<file path="src/rtl/rsc_pkg.sv">
/*
  Constants for the redundancy switch controller: timing figures and the
  cycle counts derived from them at the reference clock rate.
  Assumes a single 40 MHz reference clock.
*/
package rsc_pkg;
  // --------------------------------------------------------------------
  // Clock
  // --------------------------------------------------------------------
  localparam int unsigned CLK_HZ = 40000000;
  // --------------------------------------------------------------------
  // Times in their own units
  // --------------------------------------------------------------------
  localparam int unsigned TOGGLE_MIN_MS = 100;
  localparam int unsigned CMD_PULSE_MS = 350;
  localparam int unsigned BEAT_HALF_MS = 1000;
  localparam int unsigned DEBOUNCE_US = 10000;
  // --------------------------------------------------------------------
  // Derived cycle counts
  // --------------------------------------------------------------------
  localparam int unsigned TOGGLE_MIN_CYC = (CLK_HZ / 1000) * TOGGLE_MIN_MS;
  localparam int unsigned CMD_PULSE_CYC = (CLK_HZ / 1000) * CMD_PULSE_MS;
  localparam int unsigned BEAT_HALF_CYC = (CLK_HZ / 1000) * BEAT_HALF_MS;
  localparam int unsigned DEBOUNCE_CYC = (CLK_HZ / 1000000) * DEBOUNCE_US;
  localparam int unsigned CNT_W = 32;
  // --------------------------------------------------------------------
  // Reset values
  // --------------------------------------------------------------------
  localparam logic RST_ONLINE_B = 1'b0;
endpackage : rsc_pkg

</file>
<file path="src/rtl/rsc_filt_if.sv">
/*
  Interface carrying the synchronised, debounced input levels from the
  input filter to the controller core.
  Assumes both ends run on the same reference clock.
*/
interface rsc_filt_if;
  logic mode_open;
  logic toggle_low;
  logic fault_a;
  logic fault_b;
  logic pos_a;
  logic pos_b;
  modport src (output mode_open, toggle_low, fault_a, fault_b, pos_a, pos_b);
  modport dst (input mode_open, toggle_low, fault_a, fault_b, pos_a, pos_b);
endinterface : rsc_filt_if

</file>
<file path="src/rtl/rsc_filter.sv">
/*
  Input conditioner: two-stage synchroniser then a stability debounce for
  each contact input, one generate entry per input.
  Assumes raw pins are asynchronous to the reference clock.
*/
module rsc_filter #(
  parameter int unsigned N = 6,
  parameter int unsigned DEB_CYC = rsc_pkg::DEBOUNCE_CYC
) (
  input wire logic clk_i,
  input wire logic rst_i,
  input wire logic [N-1:0] raw_i,
  input wire logic [N-1:0] rst_val_i,
  output logic [N-1:0] level_o
);
  // ----------------------------------------------------------------------
  // Per-input synchroniser and debounce
  // ----------------------------------------------------------------------
  genvar g;
  generate
    for (g = 0; g < N; g++)
    begin : g_in
      logic s1_reg;
      logic s2_reg;
      logic lvl_reg;
      logic off_idle;
      logic [rsc_pkg::CNT_W-1:0] cnt_reg;
      // Two flops; the first is read by the second only
      always_ff @(posedge clk_i)
      begin
        s1_reg <= raw_i[g];
        s2_reg <= s1_reg;
      end
      // Held relative to the idle value, so reset lands on the idle level
      assign off_idle = s2_reg ^ rst_val_i[g];
      // Level follows the input only after it stays put for DEB_CYC
      always_ff @(posedge clk_i)
      begin
        if (rst_i)
        begin
          lvl_reg <= 1'b0;
          cnt_reg <= '0;
        end
        else if (off_idle == lvl_reg)
          cnt_reg <= '0;
        else if (cnt_reg >= rsc_pkg::CNT_W'(DEB_CYC - 1))
        begin
          lvl_reg <= off_idle;
          cnt_reg <= '0;
        end
        else
          cnt_reg <= cnt_reg + 1'b1;
      end
      assign level_o[g] = lvl_reg ^ rst_val_i[g];
    end
  endgenerate
endmodule : rsc_filter

</file>
<file path="src/rtl/rsc_core.sv">
/*
  Redundancy switch controller for a 1:1 pair of transceiver units.
  Watches unit fault contacts and a toggle request, pulses the transfer
  switch position commands and drives the health heartbeat.
  Assumes contact inputs are open-collector levels: 1 = open, 0 = grounded,
  and the remote commands arrive as one-cycle pulses from a local parser.
*/
// Functional notes
// - Mode select pin open means automatic mode unless remote manual is set.
// - Mode select pin grounded forces manual mode over any remote setting.
// - With mode pin open, the last remote mode command picks the mode.
// - Automatic: online unit faulted commands both switches to other unit.
// - No automatic switchover while the offline unit is also faulted.
// - Automatic toggle swaps only when the offline unit is healthy.
// - Manual toggle swaps both switches whatever the faults, except during a command pulse.
// - Remote toggle command acts exactly like a valid toggle pulse.
// - Redundant configuration indication driven to both units.
// - Half-hertz heartbeat while healthy; stopped when a problem exists.
// - Control bus passed to both units; unit B select asserted.
// - One 350 ms position command pulse per switch per switchover.
// - Fault contact closed reads healthy, open reads faulted.
// - Position indicators read; position outputs active for online unit.
module rsc_core #(
  parameter int unsigned PULSE_CYC = rsc_pkg::CMD_PULSE_CYC,
  parameter int unsigned TOG_CYC = rsc_pkg::TOGGLE_MIN_CYC,
  parameter int unsigned BEAT_CYC = rsc_pkg::BEAT_HALF_CYC,
  parameter int unsigned DEB_CYC = rsc_pkg::DEBOUNCE_CYC
) (
  input wire logic REF_CLK_I,
  input wire logic RST_I,
  input wire logic MODE_SEL_I,
  input wire logic TOGGLE_REQ_I,
  input wire logic FAULT_A_I,
  input wire logic FAULT_B_I,
  input wire logic TX_POS_A_IND_I,
  input wire logic TX_POS_B_IND_I,
  input wire logic RX_POS_A_IND_I,
  input wire logic RX_POS_B_IND_I,
  input wire logic REMOTE_MODE_SET_I,
  input wire logic REMOTE_MODE_MANUAL_I,
  input wire logic REMOTE_TOGGLE_I,
  input wire logic MC_RX_I,
  input wire logic MC_TX_A_I,
  input wire logic MC_TX_B_I,
  output logic MC_RX_A_O,
  output logic MC_RX_B_O,
  output logic MC_TX_O,
  output logic TX_CMD_A_O,
  output logic TX_CMD_B_O,
  output logic RX_CMD_A_O,
  output logic RX_CMD_B_O,
  output logic POSITION_A_N_O,
  output logic POSITION_B_N_O,
  output logic REDUNDANT_CFG_A_N_O,
  output logic REDUNDANT_CFG_B_N_O,
  output logic UNIT_B_SELECT_N_O,
  output logic HEALTH_HEARTBEAT_O,
  output logic MANUAL_MODE_O,
  output logic SWITCH_FAULT_O
);
  // ----------------------------------------------------------------------
  // Input conditioning
  // ----------------------------------------------------------------------
  rsc_filt_if flt ();
  logic [5:0] lvl;
  logic [1:0] rx_ind_s1, rx_ind_s2;

  // Levels reset to idle: mode and toggle open, contacts closed, switch at A
  rsc_filter #(.N(6), .DEB_CYC(DEB_CYC)) u_filt (
    .clk_i(REF_CLK_I),
    .rst_i(RST_I),
    .raw_i({MODE_SEL_I, TOGGLE_REQ_I, FAULT_A_I, FAULT_B_I,
            TX_POS_A_IND_I, TX_POS_B_IND_I}),
    .rst_val_i(6'h31),
    .level_o(lvl)
  );
  assign flt.mode_open = lvl[5];
  assign flt.toggle_low = ~lvl[4];
  assign flt.fault_a = lvl[3];
  assign flt.fault_b = lvl[2];
  assign flt.pos_a = ~lvl[1];
  assign flt.pos_b = ~lvl[0];

  // Rx switch indicators only feed the health check, so two flops suffice
  always_ff @(posedge REF_CLK_I)
  begin
    rx_ind_s1 <= {RX_POS_A_IND_I, RX_POS_B_IND_I};
    rx_ind_s2 <= rx_ind_s1;
  end

  // ----------------------------------------------------------------------
  // Operating mode
  // ----------------------------------------------------------------------
  logic remote_manual_reg;
  logic manual;

  // Remote setting is remembered even while the pin overrides it
  always_ff @(posedge REF_CLK_I)
  begin
    if (RST_I)
      remote_manual_reg <= 1'b0;
    else if (REMOTE_MODE_SET_I)
      remote_manual_reg <= REMOTE_MODE_MANUAL_I;
  end
  assign manual = !flt.mode_open || remote_manual_reg;

  // ----------------------------------------------------------------------
  // Toggle request qualification
  // ----------------------------------------------------------------------
  logic [rsc_pkg::CNT_W-1:0] low_cnt_reg;
  logic tog_seen_reg;
  logic tog_pulse;

  // One request per low period, once it has lasted the minimum width
  always_ff @(posedge REF_CLK_I)
  begin
    if (RST_I)
    begin
      low_cnt_reg <= '0;
      tog_seen_reg <= 1'b0;
    end
    else if (!flt.toggle_low)
    begin
      low_cnt_reg <= '0;
      tog_seen_reg <= 1'b0;
    end
    else if (!tog_seen_reg)
    begin
      if (low_cnt_reg >= rsc_pkg::CNT_W'(TOG_CYC - 1))
        tog_seen_reg <= 1'b1;
      else
        low_cnt_reg <= low_cnt_reg + 1'b1;
    end
  end
  assign tog_pulse = (flt.toggle_low && !tog_seen_reg &&
    low_cnt_reg >= rsc_pkg::CNT_W'(TOG_CYC - 1)) ||
    REMOTE_TOGGLE_I;

  // ----------------------------------------------------------------------
  // Switchover decision and command pulse
  // ----------------------------------------------------------------------
  logic online_b_reg;
  logic busy;
  logic off_fault;
  logic on_fault;
  logic do_swap;
  logic [rsc_pkg::CNT_W-1:0] pulse_cnt_reg;

  assign off_fault = online_b_reg ? flt.fault_a : flt.fault_b;
  assign on_fault = online_b_reg ? flt.fault_b : flt.fault_a;
  assign busy = pulse_cnt_reg != '0;
  assign do_swap = !busy && (
    (tog_pulse && (manual || !off_fault)) ||
    (!manual && on_fault && !off_fault));

  // Selected unit; follows the Tx switch indicators when idle and agreeing
  always_ff @(posedge REF_CLK_I)
  begin
    if (RST_I)
      online_b_reg <= rsc_pkg::RST_ONLINE_B;
    else if (do_swap)
      online_b_reg <= !online_b_reg;
    else if (!busy && (flt.pos_a ^ flt.pos_b))
      online_b_reg <= flt.pos_b;
  end

  // Pulse width counter, one pulse per switchover
  always_ff @(posedge REF_CLK_I)
  begin
    if (RST_I)
      pulse_cnt_reg <= '0;
    else if (do_swap)
      pulse_cnt_reg <= rsc_pkg::CNT_W'(PULSE_CYC);
    else if (busy)
      pulse_cnt_reg <= pulse_cnt_reg - 1'b1;
  end

  // Both switches driven together toward the new unit
  always_ff @(posedge REF_CLK_I)
  begin
    if (RST_I)
    begin
      TX_CMD_A_O <= 1'b0;
      TX_CMD_B_O <= 1'b0;
      RX_CMD_A_O <= 1'b0;
      RX_CMD_B_O <= 1'b0;
    end
    else if (do_swap)
    begin
      TX_CMD_A_O <= online_b_reg;
      TX_CMD_B_O <= !online_b_reg;
      RX_CMD_A_O <= online_b_reg;
      RX_CMD_B_O <= !online_b_reg;
    end
    else if (pulse_cnt_reg == rsc_pkg::CNT_W'(1))
    begin
      TX_CMD_A_O <= 1'b0;
      TX_CMD_B_O <= 1'b0;
      RX_CMD_A_O <= 1'b0;
      RX_CMD_B_O <= 1'b0;
    end
  end

  // ----------------------------------------------------------------------
  // Health heartbeat
  // ----------------------------------------------------------------------
  logic [rsc_pkg::CNT_W-1:0] beat_cnt_reg;
  logic sw_fault;

  // After the pulse settles both switches must agree with the selection;
  // the Rx indicators are still active low here
  assign sw_fault = !busy && (
    (flt.pos_a == flt.pos_b) || (rx_ind_s2[1] == rx_ind_s2[0]) ||
    (flt.pos_b != online_b_reg) || (rx_ind_s2[0] == online_b_reg));

  // Square wave stops low on a problem, so the units see it go away
  always_ff @(posedge REF_CLK_I)
  begin
    if (RST_I || sw_fault)
    begin
      beat_cnt_reg <= '0;
      HEALTH_HEARTBEAT_O <= 1'b0;
    end
    else if (beat_cnt_reg >= rsc_pkg::CNT_W'(BEAT_CYC - 1))
    begin
      beat_cnt_reg <= '0;
      HEALTH_HEARTBEAT_O <= !HEALTH_HEARTBEAT_O;
    end
    else
      beat_cnt_reg <= beat_cnt_reg + 1'b1;
  end

  // ----------------------------------------------------------------------
  // Static indications and control bus pass-through
  // ----------------------------------------------------------------------
  // Registered pass-through adds one cycle, negligible at serial rates
  always_ff @(posedge REF_CLK_I)
  begin
    if (RST_I)
    begin
      MC_RX_A_O <= 1'b1;
      MC_RX_B_O <= 1'b1;
      MC_TX_O <= 1'b1;
      POSITION_A_N_O <= 1'b1;
      POSITION_B_N_O <= 1'b1;
      REDUNDANT_CFG_A_N_O <= 1'b1;
      REDUNDANT_CFG_B_N_O <= 1'b1;
      UNIT_B_SELECT_N_O <= 1'b1;
      MANUAL_MODE_O <= 1'b0;
      SWITCH_FAULT_O <= 1'b0;
    end
    else
    begin
      MC_RX_A_O <= MC_RX_I;
      MC_RX_B_O <= MC_RX_I;
      MC_TX_O <= MC_TX_A_I & MC_TX_B_I;
      POSITION_A_N_O <= online_b_reg;
      POSITION_B_N_O <= !online_b_reg;
      REDUNDANT_CFG_A_N_O <= 1'b0;
      REDUNDANT_CFG_B_N_O <= 1'b0;
      UNIT_B_SELECT_N_O <= 1'b0;
      MANUAL_MODE_O <= manual;
      SWITCH_FAULT_O <= sw_fault;
    end
  end
endmodule : rsc_core

</file>
<file path="config.mk">
export PLATFORM = sky130hd
export DESIGN_NAME = rsc_core
export DESIGN_NICKNAME = d
export VERILOG_FILES = /design/src/rtl/rsc_pkg.sv /design/src/rtl/rsc_filt_if.sv /design/src/rtl/rsc_filter.sv /design/src/rtl/rsc_core.sv
export SDC_FILE = /design/constraint.sdc
export NUM_CORES = 1
export LEC_CHECK = 0
export BUFFER_PORTS_ARGS = -buffer_cell sky130_fd_sc_hd__buf_2
export CAP_MARGIN = 10
export CORE_MARGIN = 4
export CORE_UTILIZATION = 60
export CTS_CLUSTER_DIAMETER = 60
export CTS_CLUSTER_SIZE = 14
export DETAILED_ROUTE_END_ITERATION = 10
export PLACE_DENSITY = 0.84
export RECOVER_POWER = 50
export SLEW_MARGIN = 10
export SYNTH_ARGS = -nofsm -noshare
export SYNTH_HDL_FRONTEND = slang
export SYNTH_HIERARCHICAL = 1
export SYNTH_SLANG_ARGS = --single-unit
</file>
<file path="constraint.sdc">
create_clock -name REF_CLK_I -period 2.8 [get_ports REF_CLK_I]
set_clock_uncertainty 0.2 [all_clocks]
set_input_delay 0.7 -clock REF_CLK_I [delete_from_list [all_inputs] [get_ports REF_CLK_I]]
set_output_delay 0.7 -clock REF_CLK_I [all_outputs]
set_load 0.1 [all_outputs]
</file>
* Yosys cells after proc, flatten, opt, wreduce, memory -nomap -nowiden
Index checks and enable logic that the tools add are counted.
** Operators by class
- Add/subtract/negate cells :: 9
- Magnitude comparators :: 8
- Equality and inequality tests :: 11
- Multiplexer cells :: 12
- Bitwise gates (word level) :: 15
- Reductions and logical operators :: 42
** Operator list (count)
- 32-bit by 1-bit adder with 32-bit output (second input constant) :: 8
- 32-bit by 19-bit greater-or-equal comparator with 1-bit output (second input constant) :: 6
- 24-bit 2-to-1 mux :: 2
- 32-bit by 1-bit equality test with 1-bit output (second input constant) :: 1
- 32-bit by 22-bit greater-or-equal comparator with 1-bit output (second input constant) :: 1
- 32-bit by 26-bit greater-or-equal comparator with 1-bit output (second input constant) :: 1
- 32-bit nonzero test :: 1
- 32-bit by 1-bit subtractor with 32-bit output (second input constant) :: 1
- 3-bit OR reduction :: 6
- 2-bit AND reduction :: 7
- 1-bit NOT :: 13
- 1-bit 2-to-1 mux :: 10
- 1-bit equality test :: 9
- 1-bit logical AND :: 8
- 1-bit logical OR :: 8
- 1-bit zero test :: 6
- 2-bit nonzero test :: 3
- 2-bit OR reduction :: 3
- 1-bit AND :: 1
- 1-bit != test :: 1
- 1-bit bitwise XOR :: 1
** Storage, ports and cells
- Register bits after elaboration :: 323
- Logic and storage cells :: 140

* Longest topological paths before layout
Gate-level depths: netlist (run 1).
- Depth in word-level cells :: 8
- Depth in mapped cells :: 9
- Gate-level depth less buffers :: 8

* By module
Netlist (run 1), hierarchy kept.
** Modules (own cells, without submodules)
- rsc_filter :: instances 1, cells each 759, area each 7404.6 um^2
- rsc_core :: instances 1, cells each 555, area each 4957.3 um^2

* Least setup slack after synthesis (run 1)
OpenSTA, ideal clock, no wires.
- Kind :: flip-flop to flip-flop
- Start :: register pulse_cnt_reg[20] in the netlist's numbering
- End :: register pulse_cnt_reg[13] in the netlist's numbering
- Data arrival time :: 2220 ps
- Slack :: 263 ps
- Cell stages (with the launch flop) :: 9
- Period minus slack after synthesis :: 2537 ps
- Cells stage by stage :: dfxtp_1 or4_4 or3_4 nor4_4 a21o_1 buf_4 a21o_1 buf_2 nor2_1
** Between the ends
- Longest elaborated chain between the ends :: 4
** Ends and longest elaborated chain
- start, declared :: RTL line rsc_core.sv:147 : logic [rsc_pkg::CNT_W-1:0] pulse_cnt_reg;
- start signal, assigned :: RTL line rsc_core.sv:173 : pulse_cnt_reg <= rsc_pkg::CNT_W'(PULSE_CYC);
- start signal, assigned :: RTL line rsc_core.sv:175 : pulse_cnt_reg <= pulse_cnt_reg - 1'b1;
- 32-bit nonzero test (*) :: RTL line rsc_core.sv:151 : assign busy = pulse_cnt_reg != '0;
- 1-bit zero test :: RTL line rsc_core.sv:152 : assign do_swap = !busy && (
- 1-bit logical AND :: RTL line rsc_core.sv:152
- 2-bit OR reduction (no line)
Mark *: on every way between the ends. The rest lies on a longest branch, timed or not.
A chain may end at the register's enable or synchronous reset.

* Worst setup path in the final report (run 1)
- Start :: register pulse_cnt_reg[23] in the netlist's numbering
- End :: register pulse_cnt_reg[15] in the netlist's numbering
** Between the ends
- Longest elaborated chain between the ends :: 4
- Elaborated cells on any way between the ends :: 5
- Those cells by class :: mux (1); reduce/logical (4)
** Ends and longest elaborated chain (RTL line)
- 32-bit nonzero test (*) :: rsc_core.sv:151
- 1-bit zero test :: rsc_core.sv:152
- 1-bit logical AND :: rsc_core.sv:152
- 24-bit 2-to-1 mux or 2-bit nonzero test (tied branches)
Marks and branches as above.

==> flow_results.org, run 1 <==
** Floorplanning
- In this run the count of I/O pins placed on the die edge is 31.
- Starting Density :: between 60% and 70%
- The initialized floorplan defines 52 standard-cell rows.
- After floorplanning, the core was sized to cover just over 20,000 um^2.
- The floorplan step set the die height to 152 um.
- The floorplan step defined a die boundary enclosing approximately 23,000 um^2.
- In this run the horizontal extent of the chip is approximately 150 um.

** Worst setup path
- Cell-by-cell listing of the critical path :: or4_1 > or3_4 > nor4_4 > a21boi_0 > o31a_1
- Worst setup SP type :: flip-flop
- For the worst setup path, the data arrival time is roughly 3.0 ns.
- The largest individual stage delay along the critical path comes from the cell or4_1.
- Critical register-to-register path endpoint :: pulse_cnt_reg[15]
- Number of cells traversed by the worst register-to-register path :: 5
- Critical path class :: flip-flop to flip-flop
- In this run the worst path has a maximum fanout of 7.
- Worst R2R Start :: pulse_cnt_reg[23]
- For flop-to-flop paths, the worst setup slack is a little over 0.1 ns.
- Crit end category :: flip-flop
- Required arrival time at the worst endpoint :: 3.08 ns
- For this run, the slowest stage of the critical path takes 0.57 ns.

** Detailed routing
- Before antenna repair, the detailed router went through 5 iterations.
- Initial DRC Count :: ~350
- Summed over all layers, the routed wires come to 21.8 mm.
- Dividing the detail-routed wire length by the instance count gives roughly 13 um.
- Via-per-instance ratio :: roughly 5.3
- In the routed design, unresolved DRC markers number 0.
- In this run the remaining antenna-violating nets after routing total 0.
- Across all layers, the routed design uses ~9,000 vias.

** Logic synthesis
- The Yosys step of the flow raised 6 warnings.
- Share of flip-flops with an asynchronous set or reset after synthesis :: 0%
- The cell area that synthesis handed to floorplanning was roughly 12,000 um^2.
- Of the synthesized area, sequential elements account for a little over half.
- Number of enable-type register cells in the synthesized netlist :: 0
- Synth Instances :: between 1,000 and 1,500
- Netlist cell types :: 74
- Each instance of the synthesized netlist takes up on average about 9.4 um^2.
- In the synthesized netlist the dominant register cell turns out to be dfxtp_1.
- Yosys reg bits :: 323

** CTS
- CTS Sinks :: approximately 320
- The root buffer cell chosen for the clock tree is clkbuf_16.
- In this run the post-CTS setup repair buffer count came out at 0.
- Clk_lat worst skew :: 0.54 ns
- Clock tree from TritonCTS :: built
- Maximum root-to-sink buffer count :: 3
- In this run, CTS created clock tree buffers numbering 27.
- Clock-pin slew on the worst setup and hold paths :: approximately 0.06 ns
- H-Tree Level Count :: 1

** Power and ir drop
- Largest vdd supply drop :: between 0.0005 and 0.0006 V
- Static leakage power :: around 5.1 nW
- For this design the ratio of total power to cell area is roughly 800 nW/um^2.

** Final layout
- Relative to the synthesized area, the layout overhead comes to 12.6%.
- Final cell count without fillers :: 1,730
- The library cell used most frequently in the layout, excluding fill and tap cells, is dfxtp_1.
- 0 antenna diodes ended up in the layout.
- Fill cells in the final layout number 1,542.
- Max FFs per register :: around 190
- Post-layout net count :: 1,482
- Cells with a size suffix above 1 make up under 10% of the layout.
- In the layout the commonest cells are 323 x dfxtp_1, 241 x nor2_1, 96 x conb_1.

** STA
- Setup-violating endpoint count in the final report :: 0
- Post-route fraction of the period consumed by the critical path :: a little over nine tenths
- For the final routed database, the setup TNS stands at 0 ns.
- Unrepaired setup endpoints after global routing :: no
- For the pin with the worst max-slew slack, the measured transition is between 1 and 1.5 ns.
- The max-slew violation count was 0.
- Headroom to the max-slew limit :: a little over a quarter
- Highest clock rate :: 0.371 GHz
- The final-report hold violation count is 0.
- The worst path in the final design needs a cycle of roughly 2.7 ns, including I/O delays and setup.

** Placement
- Number of buffer cells added on primary ports :: 30
- DPL Wire Length :: 14.9 mm
- At the end of routability-driven placement, the weighted congestion stood at 0.865.
- Once placement completed, the tool counted placed cells totaling roughly 1,700.

** Global routing
- The number of antenna violations at the first check in global routing was 0.
- Global routing consumed, over all layers together, about a fifth of the routing resources.
- The first global-routing pass estimated between 30 and 40 mm of wire.
- The number of global-route vias before repair was about 8,700.
- Remaining global-route overflow :: 0
- Maximum number of pins on one net before global-route repair :: 27

** Worst hold path
- End of the worst hold path :: rx_ind_s1[1]
- The startpoint identified for the worst hold timing path is RX_POS_A_IND_I.
- Number of cells traversed by the worst hold path :: 1
- Classification of the worst-slack hold path :: input port to flip-flop

** Run
- Max-cap viol count :: 0

** Run status
- Status :: finished, final reports clean
layout make-up:
class,instances,area [um^2],share of cell area (%)
Clock buffer,30,697,5.01
Clock inverter,3,46.3,0.333
Inverter,28,105,0.755
Multi-Input combinational cell,1019,5930,42.6
Sequential cell,323,6470,46.5
Tap cell,270,338,2.43
Timing Repair Buffer,57,329,2.36
report_power, final:
part / total (mW) / internal (mW) / switching (mW) / leakage, nW
Sequential: 5.18 / 4.91 / 0.266 / 2.65
Clock: 3.34 / 1.83 / 1.51 / 0.361
Combinational: 2.54 / 1.01 / 1.53 / 2.10
Total: 11.1 / 7.76 / 3.31 / 5.10
synth_stat cells (3+ instances only):
library cell,number,share of area (%)
dfxtp_1,323,52
nor2_1,241,7.3
xor2_1,88,6.2
nand2_1,83,2.5
xnor2_1,82,5.8
nand3_1,69,2.8
nor4_1,48,2.4
nand4_1,37,1.9
nor3_1,35,1.4
a21oi_1,30,1.2
inv_1,28,0.85
and3_1,25,1.3
clkbuf_1,21,0.64
and2_1,20,1.0
and4_1,15,1.1
o21ai_0,11,0.45
ha_1,10,1.0
or3_1,10,0.51
buf_4,9,0.55
a21o_1,7,0.43
a311oi_1,6,0.43
mux2i_1,6,0.49
or4_1,6,0.36
a21boi_0,5,0.30
a22oi_1,5,0.30
a31o_2,5,0.35
a31oi_1,5,0.25
nand4b_1,5,0.35
or2_2,5,0.25
a211oi_1,4,0.24
conb_1,3,0.091
nor3b_1,3,0.18
nor4b_1,3,0.21
o21a_1,3,0.18
o21ai_1,3,0.12
o21bai_1,3,0.18
o31a_1,3,0.21
worst max-delay path, delay by kind of cell, from the launching register on:
family | cells | cell delay (ns)
AND/OR/NAND/NOR | 3 | 1.40
flip-flops | 1 | 0.35
AO/OA/AOI/OAI | 2 | 0.68
kinds of logic (layout without fill, tap and decap cells):
logic type,after synthesis,count (layout),synth area share (%)
AOI/OAI and AO/OA,109,109,6.16
adders and majority gates,10,10,1.01
buffers and inverters,65,118,2.53
DFF,323,323,52.3
muxes,7,7,0.577
xor gates and xnor gates,170,170,12.0
and+or+nand+nor,627,627,25.3
other,3,96,0.0911
how the worst max path moves through the flow:
| stage | slack [ns] | from | depth (start not counted) | end |
|---|---|---|---|---|
| floorplan | 0.26 | pulse_cnt_reg[20] | 8 | pulse_cnt_reg[13] |
| global placement | 0.17 | pulse_cnt_reg[23] | 6 | pulse_cnt_reg[4] |
| detailed placement | 0.12 | pulse_cnt_reg[23] | 6 | pulse_cnt_reg[27] |
| CTS | 0.12 | pulse_cnt_reg[23] | 6 | pulse_cnt_reg[4] |
| global route | 0.009 | pulse_cnt_reg[23] | 7 | beat_cnt_reg[10] |
| finish | 0.10 | pulse_cnt_reg[23] | 5 | pulse_cnt_reg[15] |
per-stage QoR:
step                      hold WS [ns]  cell area, um^2  power (mW)  utilization, %  setup WS, ns
after detailed placement         0.112            13200        7.80            65.3         0.125
after floorplan                  0.110            12700        7.28               -         0.263
after global placement           0.110            13200        7.73            65.3         0.172
after CTS                       0.0442            13900        11.1            68.9         0.120
final                           0.0609            13900        11.1            68.8         0.103
after global routing            0.0527            13900        11.6            68.8       0.00926
repair_timing:
action	in CTS	in global routing
setup endpoints to repair	0	3
hold buffers	0	0
hold endpoints to repair	0	0
resized for setup	0	1
routing by layer:
metal  share of wire (%)  up-vias  GRT usage [%]  wire length, um
met2                  48      132           34.1            10400
met1                  46     4270           25.2             9920
met3                 4.1       45           2.74              890
met4                 2.7        0           5.17              582
li1                    -     4713              -                -
met5                   0        -              0                0
Note: power is estimated with default switching activity, not from simulation.
==> run 2: changes to the inputs <==
Settings changed: BUFFER_PORTS_ARGS -buffer_cell sky130_fd_sc_hd__buf_2 to -buffer_cell sky130_fd_sc_hd__buf_4, CTS_CLUSTER_SIZE 14 to not set.
Clock period 2.8 ns to 3 ns, I/O delays scaled along.
==> flow_results.org, run 2 (synthesized netlist as in run 1, its figures left out) <==
** Worst setup path
- STA puts the critical path data required time at approximately 3.2 ns.
- In this run the worst setup path begins at pulse_cnt_reg[20].
- The critical path is of the flip-flop to flip-flop type.
- Worst setup SP type :: flip-flop
- For the worst setup path, the data arrival time is 3.01 ns.
- The worst setup path is captured at a flip-flop.
- Worst R2R Start :: pulse_cnt_reg[20]
- In this run the worst path has a maximum fanout of 14.

** Power and ir drop
- Largest vdd supply drop :: ~0.00052 V
- Static leakage power :: around 5.2 nW
- Power density cells :: 790 nW/um^2

** STA
- Setup repair after global routing left no endpoint under its margin.
- Headroom to the max-slew limit :: between 20% and 30%
- Least-Margin Pin Slew :: between 1 and 1.5 ns
- Summed over all failing endpoints, the final setup total negative slack is 0 ns.
- Timing would allow up to roughly 0.36 GHz.
- Count of final max-slew check failures :: 0
- Dividing the final minimum period by the clock period gives ~93%.
- Shortest clock period the worst path allows after layout :: 2.80 ns
- Setup-violating endpoint count in the final report :: 0
- The final-report hold violation count was 0.

** Worst hold path
- The min-delay analysis places its worst path in the category flip-flop to flip-flop.
- Hold Startpoint :: rx_ind_s1[1]

** Detailed routing
- In the detailed route, the total length drawn on met2 is just under 10 mm.
- For this block, wires on met1 add up to 10.0 mm.
- Using the TritonRoute via totals, the vias-per-cell ratio works out to 5.20.
- After detailed routing, the average wire length per cell comes to around 12 um.
- Pre-antenna DRT Iters :: 5
- Wires add up to 21.4 mm.
- Remaining design rule violation count :: 0
- Initial DRC Count :: between 400 and 500
- In this run the remaining antenna-violating nets after routing total 0.
- Length of routed met3 wiring :: 1.13 mm
- The highest metal layer carrying signal wires in the routed design is met4.
- Across all layers, the routed design uses between 9,000 and 10,000 vias.

** Global routing
- After global routing the overflow that remains totals 0.
- Total global-route track usage :: 19.0%
- Maximum number of pins on one net before global-route repair :: 27
- Number of antenna violations at the first check in global routing :: 0
- First-pass GRT wire length :: ~37 mm
- The number of global-route vias before repair is ~8,500.

** CTS
- Clock tree from TritonCTS :: built
- Maximum root-to-sink buffer count :: 3
- Clock-pin slew on the worst setup and hold paths :: ~0.07 ns
- The clock reaches the later pin of the worst-skew pair after 0.54 ns.
- The number of clock buffers added by TritonCTS is 31.
- For this design, the sink count on the clock tree is 323.
- Root Buffer Master :: clkbuf_16
- CTS built an H-tree with a depth of 1.

** Floorplanning
- Count of pins on the block boundary :: 31
- Row generation in the floorplan step produced between 50 and 60 rows.
- Floorplan core area :: ~20,000 um^2
- Die area :: 23,000 um^2
- Die boundary width :: between 150 and 200 um
- For this configuration, the core starts out at a cell density of a little over 60%.
- In this run the vertical extent of the chip is roughly 150 um.

** Final layout
- In the layout the commonest cells are 323 x dfxtp_1, 240 x nor2_1, 96 x conb_1.
- Cells fill between 70% and 80% of the core in the end.
- The register with the most flip-flops in the layout has around 190 of them.
- Post-layout net count :: approximately 1,500
- Fraction of layout cells with a size suffix above 1 :: around 7.6%
- The repair_antennas step left the layout with diodes totalling 0.
- Most common cell after layout, fill and taps aside :: dfxtp_1
- The area growth from synthesis to layout is 15.2%.

** Placement
- Once detailed placement completed, the half-perimeter wirelength came to ~14 mm.
- At the end of routability-driven placement, the weighted congestion stood at 0.886.
- Number of buffer cells added on primary ports :: 30

** Run status
- Status :: finished, final reports clean

** Run
- Max-cap viol count :: 0
==> run 2: cell types whose count changed in the layout (fill, tap and decap cells not counted), sizes merged <==
cell and delta:
inv -1, clkinv +7, buf -27, clkbuf +29, bufinv +5
==> run 2: cell type report <==
type / count / area [um^2]
Sequential cell: 323 / 6470
Fill cell: 1489 / 5990
Multi-Input combinational cell: 1019 / 5930
Clock buffer: 43 / 891
Tap cell: 270 / 338
Timing Repair Buffer: 46 / 287
Clock inverter: 14 / 223
Inverter: 28 / 105
==> run 2: critical path: stages, from the launching register on <==
cell	delay [ns]
dfxtp_1	0.35
or4_4	0.58
or3_4	0.47
nor4_4	0.30
buf_4	0.23
a21o_1	0.14
a21o_1	0.31
nor2_1	0.09
==> run 2: report_power, final <==
part	switching [mW]	leakage [nW]	total, mW	internal (mW)
Clock	1.56	0.551	4.13	2.58
Combinational	1.42	2.04	2.27	0.851
Sequential	0.259	2.65	4.85	4.59
Total	3.24	5.24	11.3	8.02
==> run 2: worst paths after layout <==
path                       endpoint  slack, ns  cells past startpoint
setup / recovery  pulse_cnt_reg[13]       0.20                      7
hold / removal         rx_ind_s2[1]       0.13                      0
setup reg to reg  pulse_cnt_reg[13]       0.20                      7
hold reg to reg        rx_ind_s2[1]       0.13                      0
==> run 2: what timing repair did <==
action,CTS,global route
gates resized for setup,0,2
setup buffers,0,0
hold buffers,0,0
endpoints found under the setup margin,0,4
==> run 2: metrics by stage <==
stage | instances | power [mW] | hold WS, ns | setup WS [ns] | instance area (um^2)
6_report | 1743 | 11.3 | 0.126 | 0.202 | 14200
2_1_floorplan | 1407 | 6.80 | 0.110 | 0.463 | 12700
5_1_grt | 1743 | 11.8 | 0.113 | 0.0479 | 14200
3_3_place_gp | 1686 | 7.12 | 0.113 | 0.259 | 13200
3_5_place_dp | 1686 | 7.17 | 0.112 | 0.175 | 13200
4_1_cts | 1743 | 11.3 | 0.0851 | 0.0936 | 14300
==> run 2: layer usage <==
layer	vias up	track usage, %
met5	-	0
met3	36	3.12
met2	178	32.1
met4	0	4.90
met1	4148	25.7
li1	4696	-
